===== config.mk =====
export PLATFORM = sky130hd
export DESIGN_NAME = cfi_fault_irq
export DESIGN_NICKNAME = d
export VERILOG_FILES = /design/src/hw/cfi_pkg.sv /design/src/hw/cfi_sync2.sv /design/src/hw/cfi_fault_irq.sv
export SDC_FILE = /design/constraint.sdc
export NUM_CORES = 1
export LEC_CHECK = 0
export ABC_AREA = 1
export BUFFER_PORTS_ARGS = -buffer_cell sky130_fd_sc_hd__buf_4
export CORE_MARGIN = 1
export CORE_UTILIZATION = 48
export CTS_CLUSTER_DIAMETER = 150
export DETAILED_ROUTE_END_ITERATION = 6
export GPL_TIMING_DRIVEN = 0
export PLACE_DENSITY = 0.68
export SYNTH_ARGS = -nofsm -noshare
export SYNTH_HDL_FRONTEND = slang
export SYNTH_SLANG_ARGS = --single-unit

===== constraint.sdc =====
create_clock -name sys_clk_i -period 3.29 [get_ports sys_clk_i]
set_clock_uncertainty 0.05 [all_clocks]
set_input_delay 0.1645 -clock sys_clk_i [delete_from_list [all_inputs] [get_ports sys_clk_i]]
set_output_delay 0.1645 -clock sys_clk_i [all_outputs]
set_load 0.005 [all_outputs]

===== src/hw/cfi_pkg.sv =====
// Package with register map, field layout and reset values of the converter fault block.
package cfi_pkg;

    // Number of monitored converters and LDO regulators.
    localparam int unsigned CFI_NCONV = 4;
    localparam int unsigned CFI_NLDO  = 4;

    // Width of a voltage measurement or target code.
    localparam int unsigned CFI_VW = 10;

    // Under-voltage threshold as a percentage of the target level.
    localparam logic [6:0] CFI_UV_PCT  = 7'd95;
    localparam logic [6:0] CFI_PCT_ALL = 7'd100;

    // Converter two carries no over-current source.
    localparam int unsigned CFI_NO_OC_CONV = 1;

    // Register indexes; the byte address is four times the index.
    localparam logic [11:0] CFI_IDX_UV_STATUS  = 12'h01C;
    localparam logic [11:0] CFI_IDX_UV_MASK    = 12'h024;
    localparam logic [11:0] CFI_IDX_FAULT_MASK = 12'h0D7;
    localparam logic [11:0] CFI_IDX_EVT_STATUS = 12'h0E0;
    localparam logic [11:0] CFI_IDX_EVT_MASK   = 12'h0E1;
    localparam logic [11:0] CFI_IDX_CTRL       = 12'h0E2;

    // Width of the register data held by the documented registers.
    localparam int unsigned CFI_RW = 16;

    // Reset values.
    localparam logic [3:0] CFI_RST_UV_MASK    = 4'h0;
    localparam logic [3:0] CFI_RST_FAULT_MASK = 4'h0;
    localparam logic [2:0] CFI_RST_EVT_MASK   = 3'h0;
    localparam logic       CFI_RST_PIN_ENA    = 1'b0;

    // Event status bit positions.
    localparam int unsigned CFI_EVT_FAULT_SET = 0;
    localparam int unsigned CFI_EVT_UVIRQ_SET = 1;
    localparam int unsigned CFI_EVT_FAULT_CLR = 2;
    localparam int unsigned CFI_NEVT          = 3;

    // Control register bit: general-purpose pin works as the fault output.
    localparam int unsigned CFI_CTRL_PIN_ENA = 0;

    // AXI responses.
    localparam logic [1:0] CFI_RESP_OKAY   = 2'h0;
    localparam logic [1:0] CFI_RESP_SLVERR = 2'h2;

endpackage


===== src/hw/cfi_sync2.sv =====
// Two flip-flop synchroniser for a group of independent level inputs.
`timescale 1ns/10ps
module cfi_sync2 #(
    parameter int unsigned WIDTH = 1
) (
    input  wire logic             sys_clk_i,
    input  wire logic             rst_i,
    input  wire logic [WIDTH-1:0] async_i,
    output logic      [WIDTH-1:0] sync_o
);

    // First stage; only the second stage reads it.
    logic [WIDTH-1:0] meta;

    // Each bit is an independent level, so per-bit sampling is safe.
    always_ff @(posedge sys_clk_i or posedge rst_i) begin
        if (rst_i) begin
            meta   <= '0;
            sync_o <= '0;
        end else begin
            meta   <= async_i;
            sync_o <= meta;
        end
    end

endmodule


===== src/hw/cfi_fault_irq.sv =====
// Converter under-voltage interrupt collector and active-low fault pin driver.
//
// How it works
// - per-converter sticky rising-edge flag, cleared on read
// - mask bit one blocks flag from interrupt
// - configured fault pin low on any unmasked fault
// - fault-pin mask bits three..zero for converters
// - fault-pin mask zero passes, one blocks
// - unmasked under/over-voltage pulls pin low
// - converter two has no over-current source
// - fault-pin mask bits three, two reset zero
// - under-voltage below ninety-five percent of target
// - first-level interrupt also merges LDO interrupts
`timescale 1ns/10ps
module cfi_fault_irq
    import cfi_pkg::*;
(
    input  wire logic                       sys_clk_i,
    input  wire logic                       rst_i,
    // AXI4-Lite slave.
    input  wire logic [13:0]                s_axi_awaddr_i,
    input  wire logic                       s_axi_awvalid_i,
    output logic                            s_axi_awready_o,
    input  wire logic [31:0]                s_axi_wdata_i,
    input  wire logic [3:0]                 s_axi_wstrb_i,
    input  wire logic                       s_axi_wvalid_i,
    output logic                            s_axi_wready_o,
    output logic [1:0]                      s_axi_bresp_o,
    output logic                            s_axi_bvalid_o,
    input  wire logic                       s_axi_bready_i,
    input  wire logic [13:0]                s_axi_araddr_i,
    input  wire logic                       s_axi_arvalid_i,
    output logic                            s_axi_arready_o,
    output logic [31:0]                     s_axi_rdata_o,
    output logic [1:0]                      s_axi_rresp_o,
    output logic                            s_axi_rvalid_o,
    input  wire logic                       s_axi_rready_i,
    // Converter measurements and targets from on-chip logic, same clock.
    input  wire logic [CFI_NCONV*CFI_VW-1:0] conv_meas_i,
    input  wire logic [CFI_NCONV*CFI_VW-1:0] conv_target_i,
    // Fault sources from the analog side, asynchronous levels.
    input  wire logic [CFI_NCONV-1:0]       conv_ov_i,
    input  wire logic [CFI_NCONV-1:0]       conv_oc_i,
    input  wire logic [CFI_NLDO-1:0]        ldo_fault_i,
    input  wire logic                       climit_fault_i,
    input  wire logic [CFI_NLDO-1:0]        ldo_uv_irq_i,
    // First-level under-voltage interrupt and block interrupt.
    output logic                            supply_undervolt_irq_o,
    output logic                            irq_o,
    // Fault pin, active low, with its output enable.
    output logic                            fault_pin_n_o,
    output logic                            fault_pin_oe_o
);

    // Synchronised copies of the asynchronous inputs.
    logic [CFI_NCONV-1:0] ov_s;         // Over-voltage per converter.
    logic [CFI_NCONV-1:0] oc_s;         // Over-current per converter.
    logic [CFI_NLDO-1:0]  ldo_f_s;      // LDO fault levels.
    logic                 clim_s;       // Current limit switch fault.
    logic [CFI_NLDO-1:0]  ldo_uv_s;     // LDO second-level interrupts.

    // Under-voltage state per converter.
    logic [CFI_NCONV-1:0] uv_calc;      // Comparator result, combinational.
    logic [CFI_NCONV-1:0] uv_cond;      // Registered under-voltage condition.
    logic [CFI_NCONV-1:0] uv_prev;      // Previous condition for edge detect.
    logic [CFI_NCONV-1:0] uv_rise;      // Rising edge of the condition.
    logic [CFI_NCONV-1:0] conv_fault;   // Combined fault per converter.

    // Software visible registers.
    logic [CFI_NCONV-1:0] uv_status;    // Sticky under-voltage flags.
    logic [CFI_NCONV-1:0] uv_mask;      // Interrupt mask, one blocks.
    logic [CFI_NCONV-1:0] fault_mask;   // Fault pin mask, one blocks.
    logic [CFI_NEVT-1:0]  evt_status;   // Sticky block events.
    logic [CFI_NEVT-1:0]  evt_mask;     // Event enables, one passes.
    logic                 pin_ena;      // Pin configured as fault output.

    // Bus channel state.
    logic [11:0]          aw_idx;       // Latched write index.
    logic                 aw_got;       // Write address held.
    logic [31:0]          w_data;       // Latched write data.
    logic [3:0]           w_strb;       // Latched byte strobes.
    logic                 w_got;        // Write data held.
    logic                 wr_fire;      // One-cycle write commit.
    logic                 rd_fire;      // Read address handshake.
    logic [11:0]          ar_idx;       // Index of the read request.
    logic                 rd_clear;     // Status register is being read.

    // Fault aggregation and its history.
    logic                 fault_any;    // Any enabled fault source active.
    logic                 fault_prev;   // Previous fault_any.
    logic                 uvirq_any;    // Next first-level interrupt level.
    logic [CFI_NEVT-1:0]  evt_set;      // Event pulses this cycle.

    // Analog levels cross into the clock domain through two flops.
    cfi_sync2 #(
        .WIDTH (2*CFI_NCONV + 2*CFI_NLDO + 1)
    ) u_sync (
        .sys_clk_i (sys_clk_i),
        .rst_i     (rst_i),
        .async_i   ({conv_ov_i, conv_oc_i, ldo_fault_i, climit_fault_i, ldo_uv_irq_i}),
        .sync_o    ({ov_s, oc_s, ldo_f_s, clim_s, ldo_uv_s})
    );

    // Per-converter comparator and fault merge.
    for (genvar gi = 0; gi < CFI_NCONV; gi++) begin : g_conv
        logic [16:0] meas_scaled;   // Measurement times one hundred.
        logic [16:0] targ_scaled;   // Target times ninety-five.
        // Integer scaling avoids a divider and keeps the 95 % figure exact.
        assign meas_scaled = 17'(conv_meas_i[gi*CFI_VW +: CFI_VW] * CFI_PCT_ALL);
        assign targ_scaled = 17'(conv_target_i[gi*CFI_VW +: CFI_VW] * CFI_UV_PCT);
        assign uv_calc[gi] = (meas_scaled < targ_scaled);
        if (gi == CFI_NO_OC_CONV) begin : g_no_oc
            // Only voltage conditions count; the over-current input is ignored.
            assign conv_fault[gi] = uv_cond[gi] | ov_s[gi];
        end else begin : g_oc
            assign conv_fault[gi] = uv_cond[gi] | ov_s[gi] | oc_s[gi];
        end
    end

    // The comparator result is registered once, then kept for edge detection.
    always_ff @(posedge sys_clk_i or posedge rst_i) begin
        if (rst_i) begin
            uv_cond <= '0;
            uv_prev <= '0;
        end else begin
            uv_cond <= uv_calc;
            uv_prev <= uv_cond;
        end
    end

    // Only a new under-voltage raises a flag; a steady one does not re-arm it.
    assign uv_rise = uv_cond & ~uv_prev;

    // Fault output term: masked converters drop out, LDOs and switch always count.
    assign fault_any = (|(conv_fault & ~fault_mask)) | (|ldo_f_s) | clim_s;

    // First-level interrupt term from flags, mask and LDO interrupts.
    assign uvirq_any = (|(uv_status & ~uv_mask)) | (|ldo_uv_s);

    // Bus handshakes.
    assign wr_fire  = aw_got & w_got & ~s_axi_bvalid_o;
    assign rd_fire  = s_axi_arvalid_i & s_axi_arready_o;
    assign ar_idx   = s_axi_araddr_i[13:2];
    assign rd_clear = rd_fire & (ar_idx == CFI_IDX_UV_STATUS);

    // Write address channel; one write is handled at a time.
    always_ff @(posedge sys_clk_i or posedge rst_i) begin
        if (rst_i) begin
            s_axi_awready_o <= 1'b0;
            aw_got          <= 1'b0;
            aw_idx          <= 12'h000;
        end else if (s_axi_bvalid_o && s_axi_bready_i) begin
            aw_got          <= 1'b0;
            s_axi_awready_o <= 1'b1;
        end else if (s_axi_awready_o && s_axi_awvalid_i) begin
            aw_got          <= 1'b1;
            aw_idx          <= s_axi_awaddr_i[13:2];
            s_axi_awready_o <= 1'b0;
        end else if (!aw_got) begin
            s_axi_awready_o <= 1'b1;
        end
    end

    // Write data channel, independent of the address channel.
    always_ff @(posedge sys_clk_i or posedge rst_i) begin
        if (rst_i) begin
            s_axi_wready_o <= 1'b0;
            w_got          <= 1'b0;
            w_data         <= 32'h0000_0000;
            w_strb         <= 4'h0;
        end else if (s_axi_bvalid_o && s_axi_bready_i) begin
            w_got          <= 1'b0;
            s_axi_wready_o <= 1'b1;
        end else if (s_axi_wready_o && s_axi_wvalid_i) begin
            w_got          <= 1'b1;
            w_data         <= s_axi_wdata_i;
            w_strb         <= s_axi_wstrb_i;
            s_axi_wready_o <= 1'b0;
        end else if (!w_got) begin
            s_axi_wready_o <= 1'b1;
        end
    end

    // Write response follows the commit by one cycle.
    always_ff @(posedge sys_clk_i or posedge rst_i) begin
        if (rst_i) begin
            s_axi_bvalid_o <= 1'b0;
            s_axi_bresp_o  <= CFI_RESP_OKAY;
        end else if (wr_fire) begin
            s_axi_bvalid_o <= 1'b1;
            // The under-voltage status register is read-only; a write there is an error.
            case (aw_idx)
                CFI_IDX_UV_MASK,
                CFI_IDX_FAULT_MASK,
                CFI_IDX_EVT_STATUS,
                CFI_IDX_EVT_MASK,
                CFI_IDX_CTRL:       s_axi_bresp_o <= CFI_RESP_OKAY;
                default:            s_axi_bresp_o <= CFI_RESP_SLVERR;
            endcase
        end else if (s_axi_bready_i) begin
            s_axi_bvalid_o <= 1'b0;
        end
    end

    // Read channel; the data are taken at the address handshake.
    always_ff @(posedge sys_clk_i or posedge rst_i) begin
        if (rst_i) begin
            s_axi_arready_o <= 1'b0;
            s_axi_rvalid_o  <= 1'b0;
            s_axi_rdata_o   <= 32'h0000_0000;
            s_axi_rresp_o   <= CFI_RESP_OKAY;
        end else if (rd_fire) begin
            s_axi_arready_o <= 1'b0;
            s_axi_rvalid_o  <= 1'b1;
            s_axi_rresp_o   <= CFI_RESP_OKAY;
            // Unused upper bits read as zero.
            case (ar_idx)
                CFI_IDX_UV_STATUS:  s_axi_rdata_o <= {28'h0, uv_status};
                CFI_IDX_UV_MASK:    s_axi_rdata_o <= {28'h0, uv_mask};
                CFI_IDX_FAULT_MASK: s_axi_rdata_o <= {28'h0, fault_mask};
                CFI_IDX_EVT_STATUS: s_axi_rdata_o <= {29'h0, evt_status};
                CFI_IDX_EVT_MASK:   s_axi_rdata_o <= {29'h0, evt_mask};
                CFI_IDX_CTRL:       s_axi_rdata_o <= {31'h0, pin_ena};
                default: begin
                    s_axi_rdata_o <= 32'h0000_0000;
                    s_axi_rresp_o <= CFI_RESP_SLVERR;
                end
            endcase
        end else if (s_axi_rvalid_o && s_axi_rready_i) begin
            s_axi_rvalid_o  <= 1'b0;
            s_axi_arready_o <= 1'b1;
        end else if (!s_axi_rvalid_o) begin
            s_axi_arready_o <= 1'b1;
        end
    end

    // Under-voltage flags: a read clears them, a new edge in the same cycle wins.
    always_ff @(posedge sys_clk_i or posedge rst_i) begin
        if (rst_i) begin
            uv_status <= '0;
        end else begin
            uv_status <= (uv_status & ~{CFI_NCONV{rd_clear}}) | uv_rise;
        end
    end

    // Writable configuration; only byte lane zero holds meaningful bits.
    always_ff @(posedge sys_clk_i or posedge rst_i) begin
        if (rst_i) begin
            uv_mask    <= CFI_RST_UV_MASK;
            fault_mask <= CFI_RST_FAULT_MASK;
            evt_mask   <= CFI_RST_EVT_MASK;
            pin_ena    <= CFI_RST_PIN_ENA;
        end else if (wr_fire && w_strb[0]) begin
            case (aw_idx)
                CFI_IDX_UV_MASK:    uv_mask    <= w_data[CFI_NCONV-1:0];
                CFI_IDX_FAULT_MASK: fault_mask <= w_data[CFI_NCONV-1:0];
                CFI_IDX_EVT_MASK:   evt_mask   <= w_data[CFI_NEVT-1:0];
                CFI_IDX_CTRL:       pin_ena    <= w_data[CFI_CTRL_PIN_ENA];
                default: begin
                    // Other indexes hold no configuration.
                end
            endcase
        end
    end

    // Event pulses for the block interrupt.
    always_comb begin
        evt_set                    = '0;
        evt_set[CFI_EVT_FAULT_SET] = fault_any & ~fault_prev;
        evt_set[CFI_EVT_UVIRQ_SET] = uvirq_any & ~supply_undervolt_irq_o;
        evt_set[CFI_EVT_FAULT_CLR] = ~fault_any & fault_prev;
    end

    // Event flags clear by writing one; an event in the same cycle survives.
    always_ff @(posedge sys_clk_i or posedge rst_i) begin
        if (rst_i) begin
            evt_status <= '0;
            fault_prev <= 1'b0;
        end else begin
            fault_prev <= fault_any;
            if (wr_fire && w_strb[0] && aw_idx == CFI_IDX_EVT_STATUS) begin
                evt_status <= (evt_status & ~w_data[CFI_NEVT-1:0]) | evt_set;
            end else begin
                evt_status <= evt_status | evt_set;
            end
        end
    end

    // Interrupt outputs are registered so no glitch reaches the pins.
    always_ff @(posedge sys_clk_i or posedge rst_i) begin
        if (rst_i) begin
            supply_undervolt_irq_o <= 1'b0;
            irq_o                  <= 1'b0;
        end else begin
            supply_undervolt_irq_o <= uvirq_any;
            irq_o                  <= |(evt_status & evt_mask);
        end
    end

    // Fault pin: driven only while configured, released high otherwise.
    always_ff @(posedge sys_clk_i or posedge rst_i) begin
        if (rst_i) begin
            fault_pin_n_o  <= 1'b1;
            fault_pin_oe_o <= 1'b0;
        end else begin
            fault_pin_oe_o <= pin_ena;
            fault_pin_n_o  <= ~(pin_ena & fault_any);
        end
    end
endmodule


# Word level (Yosys, flattened, before mapping)
# Cells that the tools add are included.
[op_classes]
mul = 8
n_lt_le_gt_ge = 4
n_eq_ne = 14
muxes = 21
bitwise_logic = 38
n_reduce_logical = 23
[op_table]
columns = ["op", "count"]
rows = [
  ["$eq 12x8->1 const B", 8],
  ["$lt 17x17->1", 4],
  ["$mul 10x7->17 const B", 4],
  ["$mul 10x5->15 const B", 4],
  ["$eq 12x6->1 const B", 2],
  ["$pmux 4 s6", 1],
  ["$mux 1", 17],
  ["$and 4x4->4", 4],
  ["$not 4->4", 4],
  ["$reduce_or 4->1", 4],
  ["$eq 12x5->1 const B", 1],
  ["$reduce_and 2->1", 6],
  ["$or 1x1->1", 10],
  ["$ne 3x1->1 const B", 3],
  ["$and 1x1->1", 8],
  ["$reduce_bool 2->1", 4],
  ["$and 3x3->3", 2],
  ["$logic_and 1x1->1", 6],
  ["$not 1->1", 6],
  ["$or 3x3->3", 2],
  ["$reduce_or 6->1", 1],
  ["$reduce_or 5->1", 1],
  ["$mux 2", 2],
  ["$or 4x4->4", 1],
  ["3 further kinds", 3],
]
[totals]
regBits = 126
inputBits = 168

# Depth between registers and ports, before layout
[logic_depth]
ltp_word = 10
ltp_mapped = 25
depth_no_buf = 25

# Hierarchy
# Synthesis repeated with hierarchy kept, for this count alone.
[hier_totals]
hier_cells = 2019
hier_area_um2 = 16258.1
[by_module_without_submodules]
columns = ["module", "instances", "cells_per_inst", "area_each_um2"]
rows = [
  ["cfi_fault_irq", 1, 1984, 15403.5],
  ["cfi_sync2", 1, 35, 854.6],
]

# Worst setup path before layout
# No wires, ideal clock.
[synth_timing]
path_type = "input to register"
start = "input conv_target_i[24]"
end = "register uv_cond[2]"
setup_time_ns = 0.122
t_arrival_ns = 3.964
slack_ns = -0.846
stages = 21
path_cell_list = "fa_1 > inv_1 > fa_1 > inv_1 > fa_1 > inv_1 > fa_1 > inv_1 > ha_1 > a21oi_1 > o21ai_0 > a31oi_1 > inv_1 > nand2_1 > nand2_1 > ha_1 > nand2_1 > nor2_1 > nand2_1 > nor3_1 > nor2_1"
[synth_via]
elab_chain_len = 2
[synth_lines]
columns = ["element", "line_no", "source"]
rows = [
  ["start, declared", "cfi_fault_irq.sv:40", "input wire logic [CFI_NCONV*CFI_VW-1:0] conv_target_i,"],
  ["$mul 10x7->17", "cfi_fault_irq.sv:110", "assign targ_scaled = 17'(conv_target_i[gi*CFI_VW +: CFI_VW] * CFI_UV_PCT);"],
  ["$lt 17x17->1", "cfi_fault_irq.sv:111", "assign uv_calc[gi] = (meas_scaled < targ_scaled);"],
  ["via uv_calc[2]", "cfi_fault_irq.sv:63", "logic [CFI_NCONV-1:0] uv_calc;"],
  ["end signal, assigned", "cfi_fault_irq.sv:126", "uv_cond <= uv_calc;"],
  ["end, declared", "cfi_fault_irq.sv:64", "logic [CFI_NCONV-1:0] uv_cond;"],
]
# The timed path passes the listed nets, and every way through them passes these cells.
# A chain may end at the register's enable or synchronous reset.

# Worst setup path in the final report
[layout_timing]
start = "input conv_target_i[34]"
end = "register uv_cond[3]"
# The elaborated chain is that of the path after synthesis.

==> flow_summary.rst <==
.. list-table::
   :header-rows: 1

   * - Metric
     - Value
   * - Total Negative Setup Slacks
     - -2.687 ns
   * - Startpoint of the tightest hold check path
     - s_axi_awaddr_i[6]
   * - Proportion of layout cells with a drive suffix above 1
     - between 10% and 20%
   * - Synthesized area per cell
     - 8.039 sq um
   * - Final clock period utilization by the worst path
     - 122.2%
   * - Max IR drop VDD
     - 0.0005126 V
   * - Max-slew violation count
     - 0
   * - Number of sinks handled by clock tree synthesis
     - 94
   * - Synthesized cell area
     - approximately 16,000 sq um
   * - Placement-stage worst setup slack
     - -1.338 ns
   * - Post-synth EDFFs
     - 0
   * - Min-delay worst type
     - input pin to register
   * - Final-stage net count
     - 2,888
   * - Layout overhead on the synthesized area
     - 21.29%
   * - Registers with the most flip-flops
     - u_sync.meta x16, u_sync.sync_o x16, aw_idx x12
   * - Total of max-cap violations
     - 0
   * - Data required time of the worst path
     - around 3.5 ns
   * - Number of hold violations in the final report
     - 0
   * - Critical path fanouts, max
     - 6
   * - Final critical path time including I/O delays and setup
     - 4.019 ns
   * - CTS tree
     - built
   * - Highest cell delay on the worst timing path
     - ~0.53 ns
   * - Synth async-reset ratio
     - 100.0%
   * - Setup violation total in the final timing report
     - 4
   * - Initial antenna violation count
     - 0
   * - Areal power density over the cells
     - 763.9 nW/um^2
   * - Top flip-flop cell by instance count after synthesis
     - sky130_fd_sc_hd__dfrtp_1
   * - Worst-skew pair later-pin latency
     - 0.34 ns
   * - Most frequent CP cell
     - sky130_fd_sc_hd__nand2_1
   * - Leakage power figure
     - 10.80 nW
   * - Post-route antenna net violation count
     - 0
   * - GR Util All Layers
     - roughly a fifth
   * - Hpwl dp
     - 29,520 um
   * - Vias in the first global route
     - 12,861
   * - Library cell with the largest summed area after synthesis
     - sky130_fd_sc_hd__ha_1
   * - Reg2reg start
     - u_sync.sync_o[9]$_DFF_PP0_
   * - Worst R2R Path Depth
     - 6
   * - Hold Path End
     - aw_idx[4]$_DFFE_PP0P_
   * - Total congestion overflow after global routing
     - 0
   * - Hold Path Stages
     - 2
   * - Detailed router's first-iteration violation count
     - 497
   * - Violations in the final reports
     - negative setup slack
   * - Post-detailed-route DRC marker count
     - 0
   * - Worst EP arrival
     - 4.20 ns
   * - Clock buffers created by TritonCTS
     - 9
   * - Seq/Total Area, Yosys
     - 14.63%
   * - Most frequently used cell type in the post-synthesis netlist
     - sky130_fd_sc_hd__inv_1
   * - Largest net degree at the start of global routing
     - just over 60
   * - Total routed wirelength
     - around 34,000 um
   * - Top-area cell type share of the netlist area
     - ~28%
   * - Initial Utilization
     - 49.06%
   * - Slack of the worst reg-to-reg path
     - 1.77 ns
   * - Critical R2R Capture
     - evt_status[0]$_DFF_PP0_
   * - I/O pin count
     - 213
   * - Placeable core region
     - 32,780 sq um
   * - Quantity of I/O buffers inserted on ports
     - 146
   * - #FFs+latches synth
     - 94
   * - Final estimated routing congestion in global placement
     - 0.8741
   * - Number of warnings printed during yosys synthesis
     - 0
   * - Detailed Routing Iterations Pass 1
     - 5
   * - Worst rel slew slack
     - a little over three fifths
   * - Total number of H-tree levels
     - 3
   * - Type of element launching the critical path
     - input pin
   * - Ordered cell list for the critical path
     - buf_12 -> fa_1 -> inv_1 -> fa_1 -> inv_1 -> fa_1 -> inv_1 -> fa_1 -> inv_2 -> ha_4 -> nand2_1 -> inv_2 -> nand2_1 -> nand2_2 -> nand3_2 -> nand3b_1 -> nand2_1 -> ha_1 -> nand2_1 -> nor2_2 -> nand2_1 -> nor3_4 -> nor2_4
   * - Y dimension of the die
     - 185.1 um
   * - Via density per instance
     - 4.914
   * - Setup repair after global routing missed its margin
     - yes
   * - Run status
     - finished, violations left
   * - Ranking of synthesized cells by instance count
     - sky130_fd_sc_hd__inv_1, sky130_fd_sc_hd__ha_1, sky130_fd_sc_hd__nand2_1, sky130_fd_sc_hd__fa_1, sky130_fd_sc_hd__nor2_1
   * - Cell variety after synth
     - 42
   * - Fmax
     - 0.2488 GHz
   * - Row cnt
     - 66
   * - Worst Hold Margin
     - 0.01627 ns
   * - Cells after Synth
     - 2,001
   * - Slew at the pin with the worst max-slew slack
     - 0.5497 ns
   * - Setup crit end kind
     - register
   * - X dimension of the die
     - 185.1 um
   * - Slowest cell on the critical path
     - sky130_fd_sc_hd__fa_1
   * - Average wire per standard cell
     - 12.84 um
   * - First-pass GRT wire length
     - between 50,000 and 60,000 um
   * - Overall via count from detail_route
     - 13,135
   * - Worst setup path class
     - input pin to register
   * - Cells taking the most area after synthesis
     - sky130_fd_sc_hd__ha_1, sky130_fd_sc_hd__fa_1, sky130_fd_sc_hd__dfrtp_1, sky130_fd_sc_hd__inv_1, sky130_fd_sc_hd__nand2_1
   * - Clock tree root driver cell
     - sky130_fd_sc_hd__clkbuf_16
   * - Maximum clock path buffer count
     - 2
   * - Antenna cell count
     - 0
   * - Clock transition at path regs
     - about 0.07 ns
   * - Die Outline Area
     - between 30,000 and 40,000 sq um
   * - Setup slack of the critical path after layout
     - -0.7292 ns
[worst max-delay path, delay by kind of cell]
kind          cells  cell delay (ns)
buf+inv           6             0.39
fa+ha+maj         6             2.56
simple gates     11             1.10
[cell families after synthesis]
family / after synthesis / share of synthesized area (%)
AO/OA/AOI/OAI: 215 / 7.242
flip-flops: 94 / 14.63
buffers and inverters: 499 / 12.35
XOR/XNOR: 66 / 3.594
AND/OR/NAND/NOR: 627 / 16.85
multiplexers: 5 / 0.3500
other: 1 / 0.02331
adder cells (fa/ha/maj): 494 / 44.96
[layer usage]
layer / GRT usage (%) / vias up / wire length (um)
met2: 35.70 / 203 / 16680
met3: 2.418 / 20 / 1062
met5: 0 / - / 0
met1: 28.24 / 6171 / 16310
met4: 2.347 / 0 / 270
li1: - / 6741 / -
[how the worst max path moves through the flow]
stage                      start              endpoint  slack (ns)
5_1_grt        conv_target_i[32]  uv_cond[3]$_DFF_PP0_       -0.93
3_5_place_dp   conv_target_i[34]  uv_cond[3]$_DFF_PP0_       -1.34
6_report       conv_target_i[34]  uv_cond[3]$_DFF_PP0_       -0.73
2_1_floorplan  conv_target_i[25]  uv_cond[2]$_DFF_PP0_       -0.69
3_3_place_gp   conv_target_i[37]  uv_cond[3]$_DFF_PP0_       -1.34
4_1_cts        conv_target_i[34]  uv_cond[3]$_DFF_PP0_       -0.74
[cells in the final DEF (no fill, tap or decap), types with 4 or more instances in the layout]
cell	instances
sky130_fd_sc_hd__a21o_1	4
sky130_fd_sc_hd__a21oi_1	73
sky130_fd_sc_hd__a21oi_2	30
sky130_fd_sc_hd__a21oi_4	9
sky130_fd_sc_hd__a31oi_1	8
sky130_fd_sc_hd__a31oi_2	4
sky130_fd_sc_hd__buf_4	181
sky130_fd_sc_hd__buf_6	7
sky130_fd_sc_hd__clkbuf_16	9
sky130_fd_sc_hd__conb_1	30
sky130_fd_sc_hd__dfrtp_1	93
sky130_fd_sc_hd__dlygate4sd3_1	23
sky130_fd_sc_hd__fa_1	139
sky130_fd_sc_hd__ha_1	325
sky130_fd_sc_hd__ha_4	27
sky130_fd_sc_hd__inv_1	449
sky130_fd_sc_hd__inv_2	16
sky130_fd_sc_hd__mux2_2	5
sky130_fd_sc_hd__nand2_1	291
sky130_fd_sc_hd__nand2_2	35
sky130_fd_sc_hd__nand2_4	4
sky130_fd_sc_hd__nand3_1	83
sky130_fd_sc_hd__nand3_2	14
sky130_fd_sc_hd__nand3b_1	4
sky130_fd_sc_hd__nand4_1	25
sky130_fd_sc_hd__nor2_1	108
sky130_fd_sc_hd__nor2_2	20
sky130_fd_sc_hd__nor2_4	5
sky130_fd_sc_hd__nor3_1	19
sky130_fd_sc_hd__nor3_2	9
sky130_fd_sc_hd__o21ai_0	38
sky130_fd_sc_hd__o21ai_1	19
sky130_fd_sc_hd__o21ai_2	10
sky130_fd_sc_hd__o21bai_1	13
sky130_fd_sc_hd__xnor2_1	27
sky130_fd_sc_hd__xor2_1	37
[what timing repair did]
| action | 4_1_cts | 5_1_grt |
|---|---|---|
| gates resized for setup | 69 | 91 |
| setup endpoints to repair | 4 | 4 |
| setup buffers | 10 | 5 |
| pin swaps | 60 | 73 |
| hold buffers | 23 | 0 |
| hold endpoints to repair | 56 | 0 |
| cloned | 0 | 0 |
[per-stage QoR]
step                      power [mW]  util (%)  cell area, sq um  instances
after detailed placement       12.06     55.43             18170       2619
after global placement         11.80     55.34             18140       2618
after floorplan                9.821         -             16490       2030
after global routing           16.73     59.51             19510       2673
final                          14.90     59.51             19510       2673
after CTS                      14.08     58.19             19080       2668
[cell type report]
class	instances	area (sq um)
buffer	32	234.0
clock inverter	6	91.34
timing repair buffer	185	1530
multi-input combinational	1437	12760
inverter	467	1759
clock buffer	10	229.0
fill	2994	13270
sequential	94	2354
tap	442	553.0
[report_power, final]
part | total (mW) | internal, mW | switching [mW]
combinational | 12.3 | 5.22 | 7.06
clock | 1.12 | 0.672 | 0.449
sequential | 1.50 | 1.37 | 0.125
total | 14.9 | 7.27 | 7.63
(Power assumes the default switching activity.)
